==> src/core/tct_pkg.sv <==
/*
 * Package for the timer and capture time base: register map, field positions,
 * reset values, capture modes and status layout.
 * Assumes a byte-wide register port with read data one cycle after the strobe.
 */
package tct_pkg;
   // ---------------------------------------------------------------
   // register offsets
   // ---------------------------------------------------------------
   localparam logic [7:0] OFF_CONFIG = 8'h16;
   localparam logic [7:0] OFF_PERIOD1 = 8'h20;
   localparam logic [7:0] OFF_PERIOD2 = 8'h21;
   localparam logic [7:0] OFF_TMR1 = 8'h22;
   localparam logic [7:0] OFF_TMR2 = 8'h23;
   localparam logic [7:0] OFF_WIDE_L = 8'h24;
   localparam logic [7:0] OFF_WIDE_H = 8'h25;
   localparam logic [7:0] OFF_CAP1_L = 8'h26;
   localparam logic [7:0] OFF_CAP1_H = 8'h27;
   localparam logic [7:0] OFF_CAP2_L = 8'h28;
   localparam logic [7:0] OFF_CAP2_H = 8'h29;
   localparam logic [7:0] OFF_CAP3_L = 8'h2A;
   localparam logic [7:0] OFF_CAP3_H = 8'h2B;
   localparam logic [7:0] OFF_CAP4_L = 8'h2C;
   localparam logic [7:0] OFF_CAP4_H = 8'h2D;
   localparam logic [7:0] OFF_CTRL2 = 8'h2E;
   localparam logic [7:0] OFF_IRQ_STAT = 8'h2F;
   localparam logic [7:0] OFF_IRQ_MASK = 8'h30;
   // ---------------------------------------------------------------
   // field positions and reset values
   // ---------------------------------------------------------------
   localparam int CFG_T1CS = 0;
   localparam int CFG_T2CS = 1;
   localparam int CFG_T3CS = 2;
   localparam int CFG_JOIN = 3;
   localparam int CFG_CAP1_LO = 4;
   localparam int CFG_CAP2_LO = 6;
   localparam int CTRL2_CAP1_SEL = 0;
   localparam logic [7:0] CONFIG_RESET = 8'h00;
   localparam logic [7:0] CTRL2_RESET = 8'h00;
   localparam logic [7:0] PERIOD_RESET = 8'hFF;
   localparam logic [3:0] PRESCALE_DIV = 4'h4;
   localparam logic [3:0] DIV_LAST = 4'h3;
   // interrupt status bits
   localparam int IRQ_T1 = 0;
   localparam int IRQ_T2 = 1;
   localparam int IRQ_T3 = 2;
   localparam int IRQ_CAP0 = 3;
   localparam int IRQ_OVR1 = 7;
   // ---------------------------------------------------------------
   // capture modes
   // ---------------------------------------------------------------
   typedef enum logic [1:0] {
      TCT_CAP_FALL = 2'b00,
      TCT_CAP_RISE = 2'b01,
      TCT_CAP_RISE4 = 2'b10,
      TCT_CAP_RISE16 = 2'b11
   } tct_cap_mode_t;
   typedef struct packed {
      logic [7:0] addr;
      logic [7:0] wdata;
      logic wr;
      logic rd;
   } tct_bus_req_t;
endpackage : tct_pkg

==> src/core/tct_timebase.sv <==
/*
 * Timer and capture time base: two 8-bit period timers that may join into one
 * 16-bit timer, a 16-bit wide timer with period or capture pair, four capture
 * channels, byte register port, sticky interrupt status with mask.
 * Assumes all pin inputs are already synchronous to clk_sys_i.
 */
// What this block does
// - two 8-bit up timers, each with period register and overflow flag
// - 8-bit timers count instruction clock or falling edges of shared pin
// - config bit 3 joins the two 8-bit timers into one 16-bit timer
// - 16-bit wide timer; extra pair is its period or capture one
// - config bit 2 picks instruction clock or wide timer pin
// - all four captures latch the wide timer; channels 2-4 own pairs
// - pwm one uses first timer; pwm two and three use either timer
// - capture mode 00 falling, 01 rising, 11 every 16th rising edge
// - capture two mode in bits 7-6, capture one in 5-4, offset 16h
// - 8-bit timers give the pwm time base, periods set pwm period
// - capture before both bytes read sets overrun, keeps oldest value
`timescale 1ns/1ns
module tct_timebase (
   input wire logic clk_sys_i,
   input wire logic rst_n_i,
   input wire logic [7:0] addr_i,
   input wire logic [7:0] wdata_i,
   input wire logic wr_i,
   input wire logic rd_i,
   input wire logic shared_ext_clock_pin_i,
   input wire logic wide_timer_ext_clock_pin_i,
   input wire logic [3:0] capture_pin_i,
   output logic [7:0] rdata_o,
   output logic irq_o,
   output logic [2:0] pwm_tick_o
);
   // ---------------------------------------------------------------
   // state
   // ---------------------------------------------------------------
   typedef struct packed {
      logic [7:0] config_reg;
      logic [7:0] ctrl2;
      logic [7:0] period1;
      logic [7:0] period2;
      logic [7:0] tmr1;
      logic [7:0] tmr2;
      logic [15:0] wide;
      logic [3:0][15:0] cap;
      logic [3:0] cap_full;
      logic [3:0] rd_lo;
      logic [3:0] rd_hi;
      logic [3:0][3:0] edge_cnt;
      logic [3:0] cap_prev;
      logic shared_prev;
      logic wide_prev;
      logic [3:0] div;
      logic [7:0] stat;
      logic [7:0] mask;
      logic [7:0] rdata;
      logic irq;
      logic [2:0] pwm_tick;
   } tct_state_t;

   tct_state_t st;
   tct_state_t next_st;
   tct_pkg::tct_bus_req_t bus;

   assign bus = '{addr: addr_i, wdata: wdata_i, wr: wr_i, rd: rd_i};

   // capture mode of a channel; channels 3 and 4 share the first field
   function automatic tct_pkg::tct_cap_mode_t cap_mode(input logic [7:0] cfg, input int ch);
      if (ch == 1) begin
         cap_mode = tct_pkg::tct_cap_mode_t'(cfg[tct_pkg::CFG_CAP2_LO +: 2]);
      end else begin
         cap_mode = tct_pkg::tct_cap_mode_t'(cfg[tct_pkg::CFG_CAP1_LO +: 2]);
      end
   endfunction : cap_mode

   logic tick_int;
   logic shared_fall;
   logic wide_ext_rise;
   logic inc1;
   logic inc2;
   logic inc3;
   logic ovf1;
   logic ovf2;
   logic ovf3;
   logic cap1_mode;
   logic [3:0] cap_event;
   logic [3:0] hit;
   logic [7:0] events;

   always_comb begin
      tick_int = (st.div == tct_pkg::DIV_LAST);
      shared_fall = st.shared_prev & ~shared_ext_clock_pin_i;
      wide_ext_rise = ~st.wide_prev & wide_timer_ext_clock_pin_i;
      inc1 = st.config_reg[tct_pkg::CFG_T1CS] ? shared_fall : tick_int;
      inc2 = st.config_reg[tct_pkg::CFG_T2CS] ? shared_fall : tick_int;
      inc3 = st.config_reg[tct_pkg::CFG_T3CS] ? wide_ext_rise : tick_int;
      cap1_mode = st.ctrl2[tct_pkg::CTRL2_CAP1_SEL];
   end

   // ---------------------------------------------------------------
   // next state
   // ---------------------------------------------------------------
   always_comb begin
      next_st = st;
      events = 8'h00;
      ovf1 = 1'b0;
      ovf2 = 1'b0;
      ovf3 = 1'b0;
      cap_event = 4'h0;
      hit = 4'h0;
      next_st.shared_prev = shared_ext_clock_pin_i;
      next_st.wide_prev = wide_timer_ext_clock_pin_i;
      next_st.cap_prev = capture_pin_i;
      next_st.div = tick_int ? 4'h0 : st.div + 4'h1;
      next_st.rdata = 8'h00;
      // 8-bit timers, or one 16-bit timer on the first timer's clock
      if (st.config_reg[tct_pkg::CFG_JOIN]) begin
         if (inc1) begin
            if ({st.tmr2, st.tmr1} == {st.period2, st.period1}) begin
               next_st.tmr1 = 8'h00;
               next_st.tmr2 = 8'h00;
               ovf1 = 1'b1;
            end else begin
               {next_st.tmr2, next_st.tmr1} = {st.tmr2, st.tmr1} + 16'h0001;
            end
         end
      end else begin
         if (inc1) begin
            ovf1 = (st.tmr1 == st.period1);
            next_st.tmr1 = ovf1 ? 8'h00 : st.tmr1 + 8'h01;
         end
         if (inc2) begin
            ovf2 = (st.tmr2 == st.period2);
            next_st.tmr2 = ovf2 ? 8'h00 : st.tmr2 + 8'h01;
         end
      end
      // pwm one on the first timer, pwm two and three on a selectable one
      next_st.pwm_tick[0] = ovf1;
      next_st.pwm_tick[1] = st.ctrl2[1] ? (ovf2 | (ovf1 & st.config_reg[3])) : ovf1;
      next_st.pwm_tick[2] = st.ctrl2[2] ? (ovf2 | (ovf1 & st.config_reg[3])) : ovf1;
      // wide timer: wraps at period when pair is a period register
      if (inc3) begin
         if (!cap1_mode && st.wide == st.cap[0]) begin
            next_st.wide = 16'h0000;
            ovf3 = 1'b1;
         end else begin
            next_st.wide = st.wide + 16'h0001;
            ovf3 = (st.wide == 16'hFFFF);
         end
      end
      // capture edge qualification
      for (int c = 0; c < 4; c++) begin
         logic rise;
         logic fall;
         rise = ~st.cap_prev[c] & capture_pin_i[c];
         fall = st.cap_prev[c] & ~capture_pin_i[c];
         unique case (cap_mode(st.config_reg, c))
            tct_pkg::TCT_CAP_FALL: cap_event[c] = fall;
            tct_pkg::TCT_CAP_RISE: cap_event[c] = rise;
            tct_pkg::TCT_CAP_RISE4: begin
               if (rise) next_st.edge_cnt[c] = st.edge_cnt[c] + 4'h1;
               cap_event[c] = rise && st.edge_cnt[c][1:0] == 2'h3;
            end
            tct_pkg::TCT_CAP_RISE16: begin
               if (rise) next_st.edge_cnt[c] = st.edge_cnt[c] + 4'h1;
               cap_event[c] = rise && st.edge_cnt[c] == 4'hF;
            end
         endcase
         if (c == 0 && !cap1_mode) cap_event[c] = 1'b0;
         if (cap_event[c]) begin
            if (st.cap_full[c]) begin
               hit[c] = 1'b1;
            end else begin
               next_st.cap[c] = st.wide;
               next_st.cap_full[c] = 1'b1;
               next_st.rd_lo[c] = 1'b0;
               next_st.rd_hi[c] = 1'b0;
            end
         end
      end
      // ---------------------------------------------------------------
      // register port
      // ---------------------------------------------------------------
      if (bus.wr) begin
         unique case (bus.addr)
            tct_pkg::OFF_CONFIG: begin
               next_st.config_reg = bus.wdata;
               // restart edge prescalers so a new mode counts from zero
               next_st.edge_cnt = '0;
            end
            tct_pkg::OFF_CTRL2: next_st.ctrl2 = bus.wdata;
            tct_pkg::OFF_PERIOD1: next_st.period1 = bus.wdata;
            tct_pkg::OFF_PERIOD2: next_st.period2 = bus.wdata;
            tct_pkg::OFF_TMR1: next_st.tmr1 = bus.wdata;
            tct_pkg::OFF_TMR2: next_st.tmr2 = bus.wdata;
            tct_pkg::OFF_WIDE_L: next_st.wide[7:0] = bus.wdata;
            tct_pkg::OFF_WIDE_H: next_st.wide[15:8] = bus.wdata;
            tct_pkg::OFF_CAP1_L: if (!cap1_mode) next_st.cap[0][7:0] = bus.wdata;
            tct_pkg::OFF_CAP1_H: if (!cap1_mode) next_st.cap[0][15:8] = bus.wdata;
            tct_pkg::OFF_IRQ_MASK: next_st.mask = bus.wdata;
            default: ;
         endcase
      end
      if (bus.rd) begin
         for (int c = 0; c < 4; c++) begin
            if (bus.addr == tct_pkg::OFF_CAP1_L + 8'(2 * c)) begin
               next_st.rdata = st.cap[c][7:0];
               next_st.rd_lo[c] = 1'b1;
            end
            if (bus.addr == tct_pkg::OFF_CAP1_H + 8'(2 * c)) begin
               next_st.rdata = st.cap[c][15:8];
               next_st.rd_hi[c] = 1'b1;
            end
         end
         unique case (bus.addr)
            tct_pkg::OFF_CONFIG: next_st.rdata = st.config_reg;
            tct_pkg::OFF_CTRL2: next_st.rdata = st.ctrl2;
            tct_pkg::OFF_PERIOD1: next_st.rdata = st.period1;
            tct_pkg::OFF_PERIOD2: next_st.rdata = st.period2;
            tct_pkg::OFF_TMR1: next_st.rdata = st.tmr1;
            tct_pkg::OFF_TMR2: next_st.rdata = st.tmr2;
            tct_pkg::OFF_WIDE_L: next_st.rdata = st.wide[7:0];
            tct_pkg::OFF_WIDE_H: next_st.rdata = st.wide[15:8];
            tct_pkg::OFF_IRQ_STAT: next_st.rdata = st.stat;
            tct_pkg::OFF_IRQ_MASK: next_st.rdata = st.mask;
            default: ;
         endcase
      end
      // both bytes read frees the channel
      for (int c = 0; c < 4; c++) begin
         if (next_st.rd_lo[c] && next_st.rd_hi[c] && !(cap_event[c] && !st.cap_full[c])) begin
            next_st.cap_full[c] = 1'b0;
         end
      end
      // sticky status, set wins over write-one-to-clear
      events[tct_pkg::IRQ_T1] = ovf1;
      events[tct_pkg::IRQ_T2] = ovf2;
      events[tct_pkg::IRQ_T3] = ovf3;
      events[tct_pkg::IRQ_CAP0 +: 4] = cap_event & ~st.cap_full;
      events[tct_pkg::IRQ_OVR1] = |hit;
      if (bus.wr && bus.addr == tct_pkg::OFF_IRQ_STAT) begin
         next_st.stat = st.stat & ~bus.wdata;
      end
      next_st.stat = next_st.stat | events;
      next_st.irq = |(next_st.stat & next_st.mask);
   end

   always_ff @(posedge clk_sys_i or negedge rst_n_i) begin
      if (!rst_n_i) begin
         st <= '0;
         st.config_reg <= tct_pkg::CONFIG_RESET;
         st.ctrl2 <= tct_pkg::CTRL2_RESET;
         st.period1 <= tct_pkg::PERIOD_RESET;
         st.period2 <= tct_pkg::PERIOD_RESET;
      end else begin
         st <= next_st;
      end
   end

   assign rdata_o = st.rdata;
   assign irq_o = st.irq;
   assign pwm_tick_o = st.pwm_tick;

   // ---------------------------------------------------------------
   // checks
   // ---------------------------------------------------------------
   property p_cfg_reset;
      @(posedge clk_sys_i) $rose(rst_n_i) |-> st.config_reg == 8'h00;
   endproperty
   a_cfg_reset: assert property (p_cfg_reset) else $error("config not zero after reset");

   property p_t1_wrap;
      @(posedge clk_sys_i) disable iff (!rst_n_i)
         (inc1 && !st.config_reg[3] && st.tmr1 == st.period1 && !bus.wr) |=> st.tmr1 == 8'h00;
   endproperty
   a_t1_wrap: assert property (p_t1_wrap) else $error("timer one missed period wrap");

   property p_t1_int;
      @(posedge clk_sys_i) disable iff (!rst_n_i)
         (!st.config_reg[0] && !st.config_reg[3] && tick_int && st.tmr1 != st.period1 && !bus.wr)
         |=> st.tmr1 == $past(st.tmr1) + 8'h01;
   endproperty
   a_t1_int: assert property (p_t1_int) else $error("timer one missed internal tick");

   property p_join;
      @(posedge clk_sys_i) disable iff (!rst_n_i)
         (st.config_reg[3] && inc1 && st.tmr1 == 8'hFF
          && st.tmr2 != st.period2 && !bus.wr)
         |=> st.tmr1 == 8'h00 && st.tmr2 == $past(st.tmr2) + 8'h01;
   endproperty
   a_join: assert property (p_join) else $error("joined carry lost");

   property p_cap_keep;
      @(posedge clk_sys_i) disable iff (!rst_n_i)
         (st.cap_full[1] && cap_event[1]) |=> st.cap[1] == $past(st.cap[1]) && st.stat[7];
   endproperty
   a_cap_keep: assert property (p_cap_keep) else $error("overrun lost oldest value");

   property p_cap_take;
      @(posedge clk_sys_i) disable iff (!rst_n_i)
         (!st.cap_full[2] && cap_event[2]) |=> st.cap[2] == $past(st.wide);
   endproperty
   a_cap_take: assert property (p_cap_take) else $error("capture missed wide timer");

   property p_cap_fall;
      @(posedge clk_sys_i) disable iff (!rst_n_i)
         (st.config_reg[7:6] == 2'b00 && st.cap_prev[1] && !capture_pin_i[1]) |-> cap_event[1];
   endproperty
   a_cap_fall: assert property (p_cap_fall) else $error("falling capture missed");

   property p_wide_ext;
      @(posedge clk_sys_i) disable iff (!rst_n_i)
         (st.config_reg[2] && !wide_ext_rise && !bus.wr) |=> st.wide == $past(st.wide);
   endproperty
   a_wide_ext: assert property (p_wide_ext) else $error("wide timer moved without pin edge");

   property p_irq;
      @(posedge clk_sys_i) disable iff (!rst_n_i)
         (st.stat[tct_pkg::IRQ_T1] && st.mask[tct_pkg::IRQ_T1] && !bus.wr) |=> irq_o;
   endproperty
   a_irq: assert property (p_irq) else $error("interrupt not raised");
endmodule : tct_timebase

==> config.mk <==
export PLATFORM = sky130hd
export DESIGN_NAME = tct_timebase
export DESIGN_NICKNAME = d
export VERILOG_FILES = /design/src/core/tct_pkg.sv /design/src/core/tct_timebase.sv
export SDC_FILE = /design/constraint.sdc
export NUM_CORES = 1
export LEC_CHECK = 0
export ABC_CLOCK_PERIOD_IN_PS = 3000
export BUFFER_PORTS_ARGS = -buffer_cell sky130_fd_sc_hd__buf_2
export CAP_MARGIN = 30
export CELL_PAD_IN_SITES_DETAIL_PLACEMENT = 1
export CELL_PAD_IN_SITES_GLOBAL_PLACEMENT = 1
export CORE_MARGIN = 3
export CORE_UTILIZATION = 43
export DETAILED_ROUTE_END_ITERATION = 7
export PLACE_DENSITY = 0.8
export SYNTH_ARGS = -nofsm -noshare
export SYNTH_HDL_FRONTEND = slang
export SYNTH_SLANG_ARGS = --single-unit
export TNS_END_PERCENT = 1
==> constraint.sdc <==
create_clock -name clk_sys_i -period 3 [get_ports clk_sys_i]
set_input_delay 0.15 -clock clk_sys_i [delete_from_list [all_inputs] [get_ports clk_sys_i]]
set_output_delay 0.15 -clock clk_sys_i [all_outputs]
set_load 0.01 [all_outputs]
# Yosys cells after proc, flatten, opt, wreduce, memory -nomap -nowiden
# Index checks and enable logic that the tools add are counted.
[totals]
register_bits = 194
input_bits = 26
elab_cells = 260
[classes]
addsub = 9
n_eq_ne = 38
mux = 104
bitwise = 31
n_reduce_logical = 48
[op_table]
columns = ["cell", "n"]
rows = [
  ["$mux W8", 25],
  ["$mux W16", 10],
  ["$eq A8 B6 Y1 const B", 17],
  ["$pmux W8 S10", 1],
  ["$mux W1", 54],
  ["$mux W4", 9],
  ["$add A16 B1 Y16 const B", 2],
  ["$eq A16 B16 Y1", 2],
  ["$mux W32", 1],
  ["$logic_and A1 B1 Y1", 22],
  ["$add A4 B1 Y4 const B", 5],
  ["$add A8 B1 Y8 const B", 2],
  ["$and A8 B8 Y8", 2],
  ["$eq A16 B16 Y1 const B", 1],
  ["$eq A2 B2 Y1 const B", 8],
  ["$eq A4 B4 Y1 const B", 4],
  ["$eq A8 B8 Y1", 2],
  ["$pmux W1 S4", 4],
  ["$reduce_and A2 Y1", 7],
  ["$not A1 Y1", 13],
  ["$and A1 B1 Y1", 11],
  ["$logic_not A1 Y1", 9],
  ["$eq A8 B5 Y1 const B", 1],
  ["$not A8 Y8", 1],
  ["11 further kinds", 17],
]

# Longest topological paths before layout
[depth]
depth_word = 11
mapped_depth = 9
ltp_nobuf = 8

# Worst setup path before layout
# Ideal clock, no wire load.
[synth_timing]
kind = "register to register"
start = "reg st[28] in the netlist's numbering"
end = "reg st[150] in the netlist's numbering"
setup_ps = 126
arrival_time_ps = 2076
t_required_ps = 2874
slack_ps = 799
path_stages_with_launch = 9
n_path_buf = 0
synth_period_minus_slack_ps = 2201
cell_sequence = "dfrtp_1 > ha_1 > or4b_1 > nand2_2 > nand3_1 > o21ai_2 > o22ai_1 > a221oi_1 > nor2_1"
[synth_rtl]
columns = ["item", "line", "text"]
rows = [
  ["from (decl)", "tct_timebase.sv:61", "tct_state_t st;"],
  ["from (signal assigned)", "tct_timebase.sv:256", "st <= next_st;"],
]

==> results.sh <==
export IMPL_p_sw_uw=2570
export IMPL_p_int_uw=4870
export IMPL_place_port_buffers=37
export IMPL_yosys_top_cells_area="dfrtp_1 42%, mux2_2 7.4%, dfstp_2 4.0%"
export IMPL_core_area_mm2=0.0238
export IMPL_antenna_found_initial=2
export IMPL_drc=0
export IMPL_routedWlPerCell_um=26.3
export IMPL_setup_violations=0
export IMPL_worstSetupPathType="flip-flop to flip-flop"
export IMPL_die_area_mm2=0.0264
export IMPL_seq_power_share_pct=47.5
export IMPL_die_height_um=162
export IMPL_postSynthNetCount=1066
export IMPL_maxCapViolCount=0
export IMPL_worst_path_max_fanout=4
export IMPL_finalHoldViolations=0
export IMPL_post_synth_top_count_cell="dfrtp_1"
export IMPL_postRouteAntennaNets=0
export IMPL_holdPathStages=2
export IMPL_fin_total_pwr_uw=7440
export IMPL_arrival_ns=2.96
export IMPL_min_path_type="input port to flip-flop"
export IMPL_grtUsageTotal_pct=28.2
export IMPL_p_clk_share_pct=31.2
export IMPL_period_needed_ns=2.61
export IMPL_cts_resized=0
export IMPL_postRouteWirelength_um=36700
export IMPL_overflow=0
export IMPL_p_per_area_mw_per_mm2=631
export IMPL_grt_pass1_wl_um=56200
export IMPL_htreeDepth=4
export IMPL_p_leak_uw=0.00518
export IMPL_finalCritPeriodShare_pct=87.1
export IMPL_layout_drive_gt1_share_pct=20.9
export IMPL_diodes=0
export IMPL_synthTopCellsByCount="178 x dfrtp_1, 92 x nor2_1, 84 x nand2_1"
export IMPL_grt_use_met3_pct=6.36
export IMPL_drv_slew=0
export IMPL_groute_layer_met2_usage_pct=45.9
export IMPL_yosysTopAreaCellShare_pct=42.3
export IMPL_reg2regPathDepth=8
export IMPL_gp_congestion=1.00
export IMPL_grt_pass1_vias=9286
export IMPL_tightestPinTransition_ns=0.894
export IMPL_skew_ns=0.0184
export IMPL_ir_drop_mv=0.332
export IMPL_syn_inst=1032
export IMPL_crit_chain="ha_1 > or4b_1 > a2111oi_1 > nand2b_1 > nor2_1 > xnor2_1 > nor2_1 > o22a_1"
export IMPL_crit_top_cell="nor2_1"
export IMPL_path_clk_slew_ns=0.08
export IMPL_synth_edff_count=0
export IMPL_synth_lib_cells_used_distinct=74
export IMPL_slew_headroom_pct=39.9
export IMPL_rows=56
export IMPL_p_sw_share_pct=34.5
export IMPL_status="completed"
export IMPL_dp_hpwl_um=25600
export IMPL_cp_required_ns=3.35
export IMPL_yosysTopAreaCell="dfrtp_1"
export IMPL_yosys_warnings=0
export IMPL_slowest_delay_ns=0.64
export IMPL_synthToLayoutAreaGrowth_pct=12.0
export IMPL_r2r_start="st[28]"
export IMPL_cts_tree="done"
export IMPL_ys_ff_latch=194
export IMPL_grt_max_degree=74
export IMPL_top_level_ports=38
export IMPL_fin_setup_tns_ns=0
export IMPL_grtUsageMet1_pct=36.2
export IMPL_clockBufferDepth=2
export IMPL_start_kind="flip-flop"
export IMPL_reg2reg_to="st[151]"
export IMPL_ys_seq_area_share_pct=46.3
export IMPL_clock_fmax_mhz=383
export IMPL_cts_buffers=17
export IMPL_worstHoldStart="rd_i"
export IMPL_min_to="rdata_o[4]"
export IMPL_die_w_um=162
export IMPL_insertion_delay_ns=0.46
export IMPL_crit_slowest_cell="a2111oi_1"
export IMPL_async_reset_ff_share_pct=100
export IMPL_postCtsSetupRepairBufs=0
export IMPL_vias=8822
export IMPL_power_frac_comb_pct=21.3
export IMPL_cts_root_buffer="clkbuf_16"
export IMPL_dr_first_iter_drc_count=946
export IMPL_busiest_layer="met2"
export IMPL_synth_area_mm2=0.0105
export IMPL_critPathCaptureType="flip-flop"
export IMPL_r2r_slack_ns=0.39
export IMPL_final_net_count=1096
export IMPL_initial_utilization_pct=44.3
export IMPL_synth_main_ff_cell="dfrtp_1"
export IMPL_avgSynthCellArea_um2=10.2
export IMPL_rsz0062_at_grt="false"
export IMPL_clock_sinks=194
export IMPL_post_drt_via_cell_ratio=6.33
export IMPL_first_pass_iters=7
==> power by group through the flow <==
| stage | Sequential, uW | Clock [uW] | Combinational, uW |
|---|---|---|---|
| after floorplan | 3320 | 0 | 1090 |
| after global placement | 3520 | 0 | 1480 |
| after detailed placement | 3550 | 0 | 1530 |
| after CTS | 3510 | 2350 | 1570 |
| after global routing | 3570 | 2450 | 1720 |
| final | 3540 | 2320 | 1590 |
==> worst max-delay path by stage <==
stage / start / to
floorplan: st[28] / st[150]
global placement: addr_i[7] / irq_o
detailed placement: addr_i[7] / st[161]
CTS: st[28] / st[151]
global route: st[28] / st[151]
finish: st[28] / st[151]
==> worst max-delay path, delay by kind of cell (launching register included) <==
family,cells,cell delay [ns]
adder cells (fa/ha/maj),1,0.20
AND/OR/NAND/NOR,4,0.98
AO/OA/AOI/OAI,2,0.81
XOR/XNOR,1,0.15
flip-flops,1,0.37
==> routing by layer <==
layer  vias to the layer above  wire length [um]
li1                       3778                 -
met1                      4513             14900
met2                       411             17300
met3                       118              2820
met4                         2              1710
met5                         -                13
==> registers in the layout (all words and copies together), names as in the netlist <==
| register | cells |
|---|---|
| st | 181 |
| cap1_mode | 1 |
| pwm_tick_o | 3 |
| rdata_o | 8 |
| irq_o | 1 |
==> timing repair <==
item | CTS | global route
endpoints found under the hold margin | 72 | 0
endpoints found under the setup margin | 0 | 0
hold buffers | 7 | 0
==> final cells by class <==
cell class	instances	area (um^2)
clock buffers	18	429
clock inverters	14	165
fillers	2655	12000
inverters	14	52.6
multi-input cells	742	5230
flip-flops and latches	194	4870
well taps	319	399
repair buffers	93	644
==> cells by family (layout without fill, tap and decap cells) <==
kind of cell	after synthesis	count (layout)	share of synthesized area [%]
AO/OA/AOI/OAI	222	222	14.1
XOR/XNOR	70	70	5.82
adder cells (fa/ha/maj)	8	8	0.951
buffers and inverters	96	139	4.09
flip-flops	194	194	46.3
multiplexers	125	125	13.4
AND/OR/NAND/NOR	317	317	15.4
==> per-stage QoR <==
stage	hold WS [ns]	util (%)	instance area [um^2]	cells	setup slack, ns
5_1_grt	0.107	49.7	11800	1394	0.203
6_report	0.114	49.7	11800	1394	0.387
3_3_place_gp	0.209	46.9	11100	1355	0.451
4_1_cts	0.0970	49.7	11800	1394	0.346
3_5_place_dp	0.219	46.9	11100	1355	0.397
2_1_floorplan	-0.146	-	10500	1032	0.799
==> cells in the final DEF, fill, tap and decap left out, types with 33 or more instances in the layout <==
master,count
a21oi_1,40
buf_2,36
buf_4,48
dfrtp_1,178
mux2_2,69
mux2i_1,33
nand2_1,84
nand3_1,36
nor2_1,92
xnor2_1,36
xor2_1,34
(Power assumes the default switching activity.)
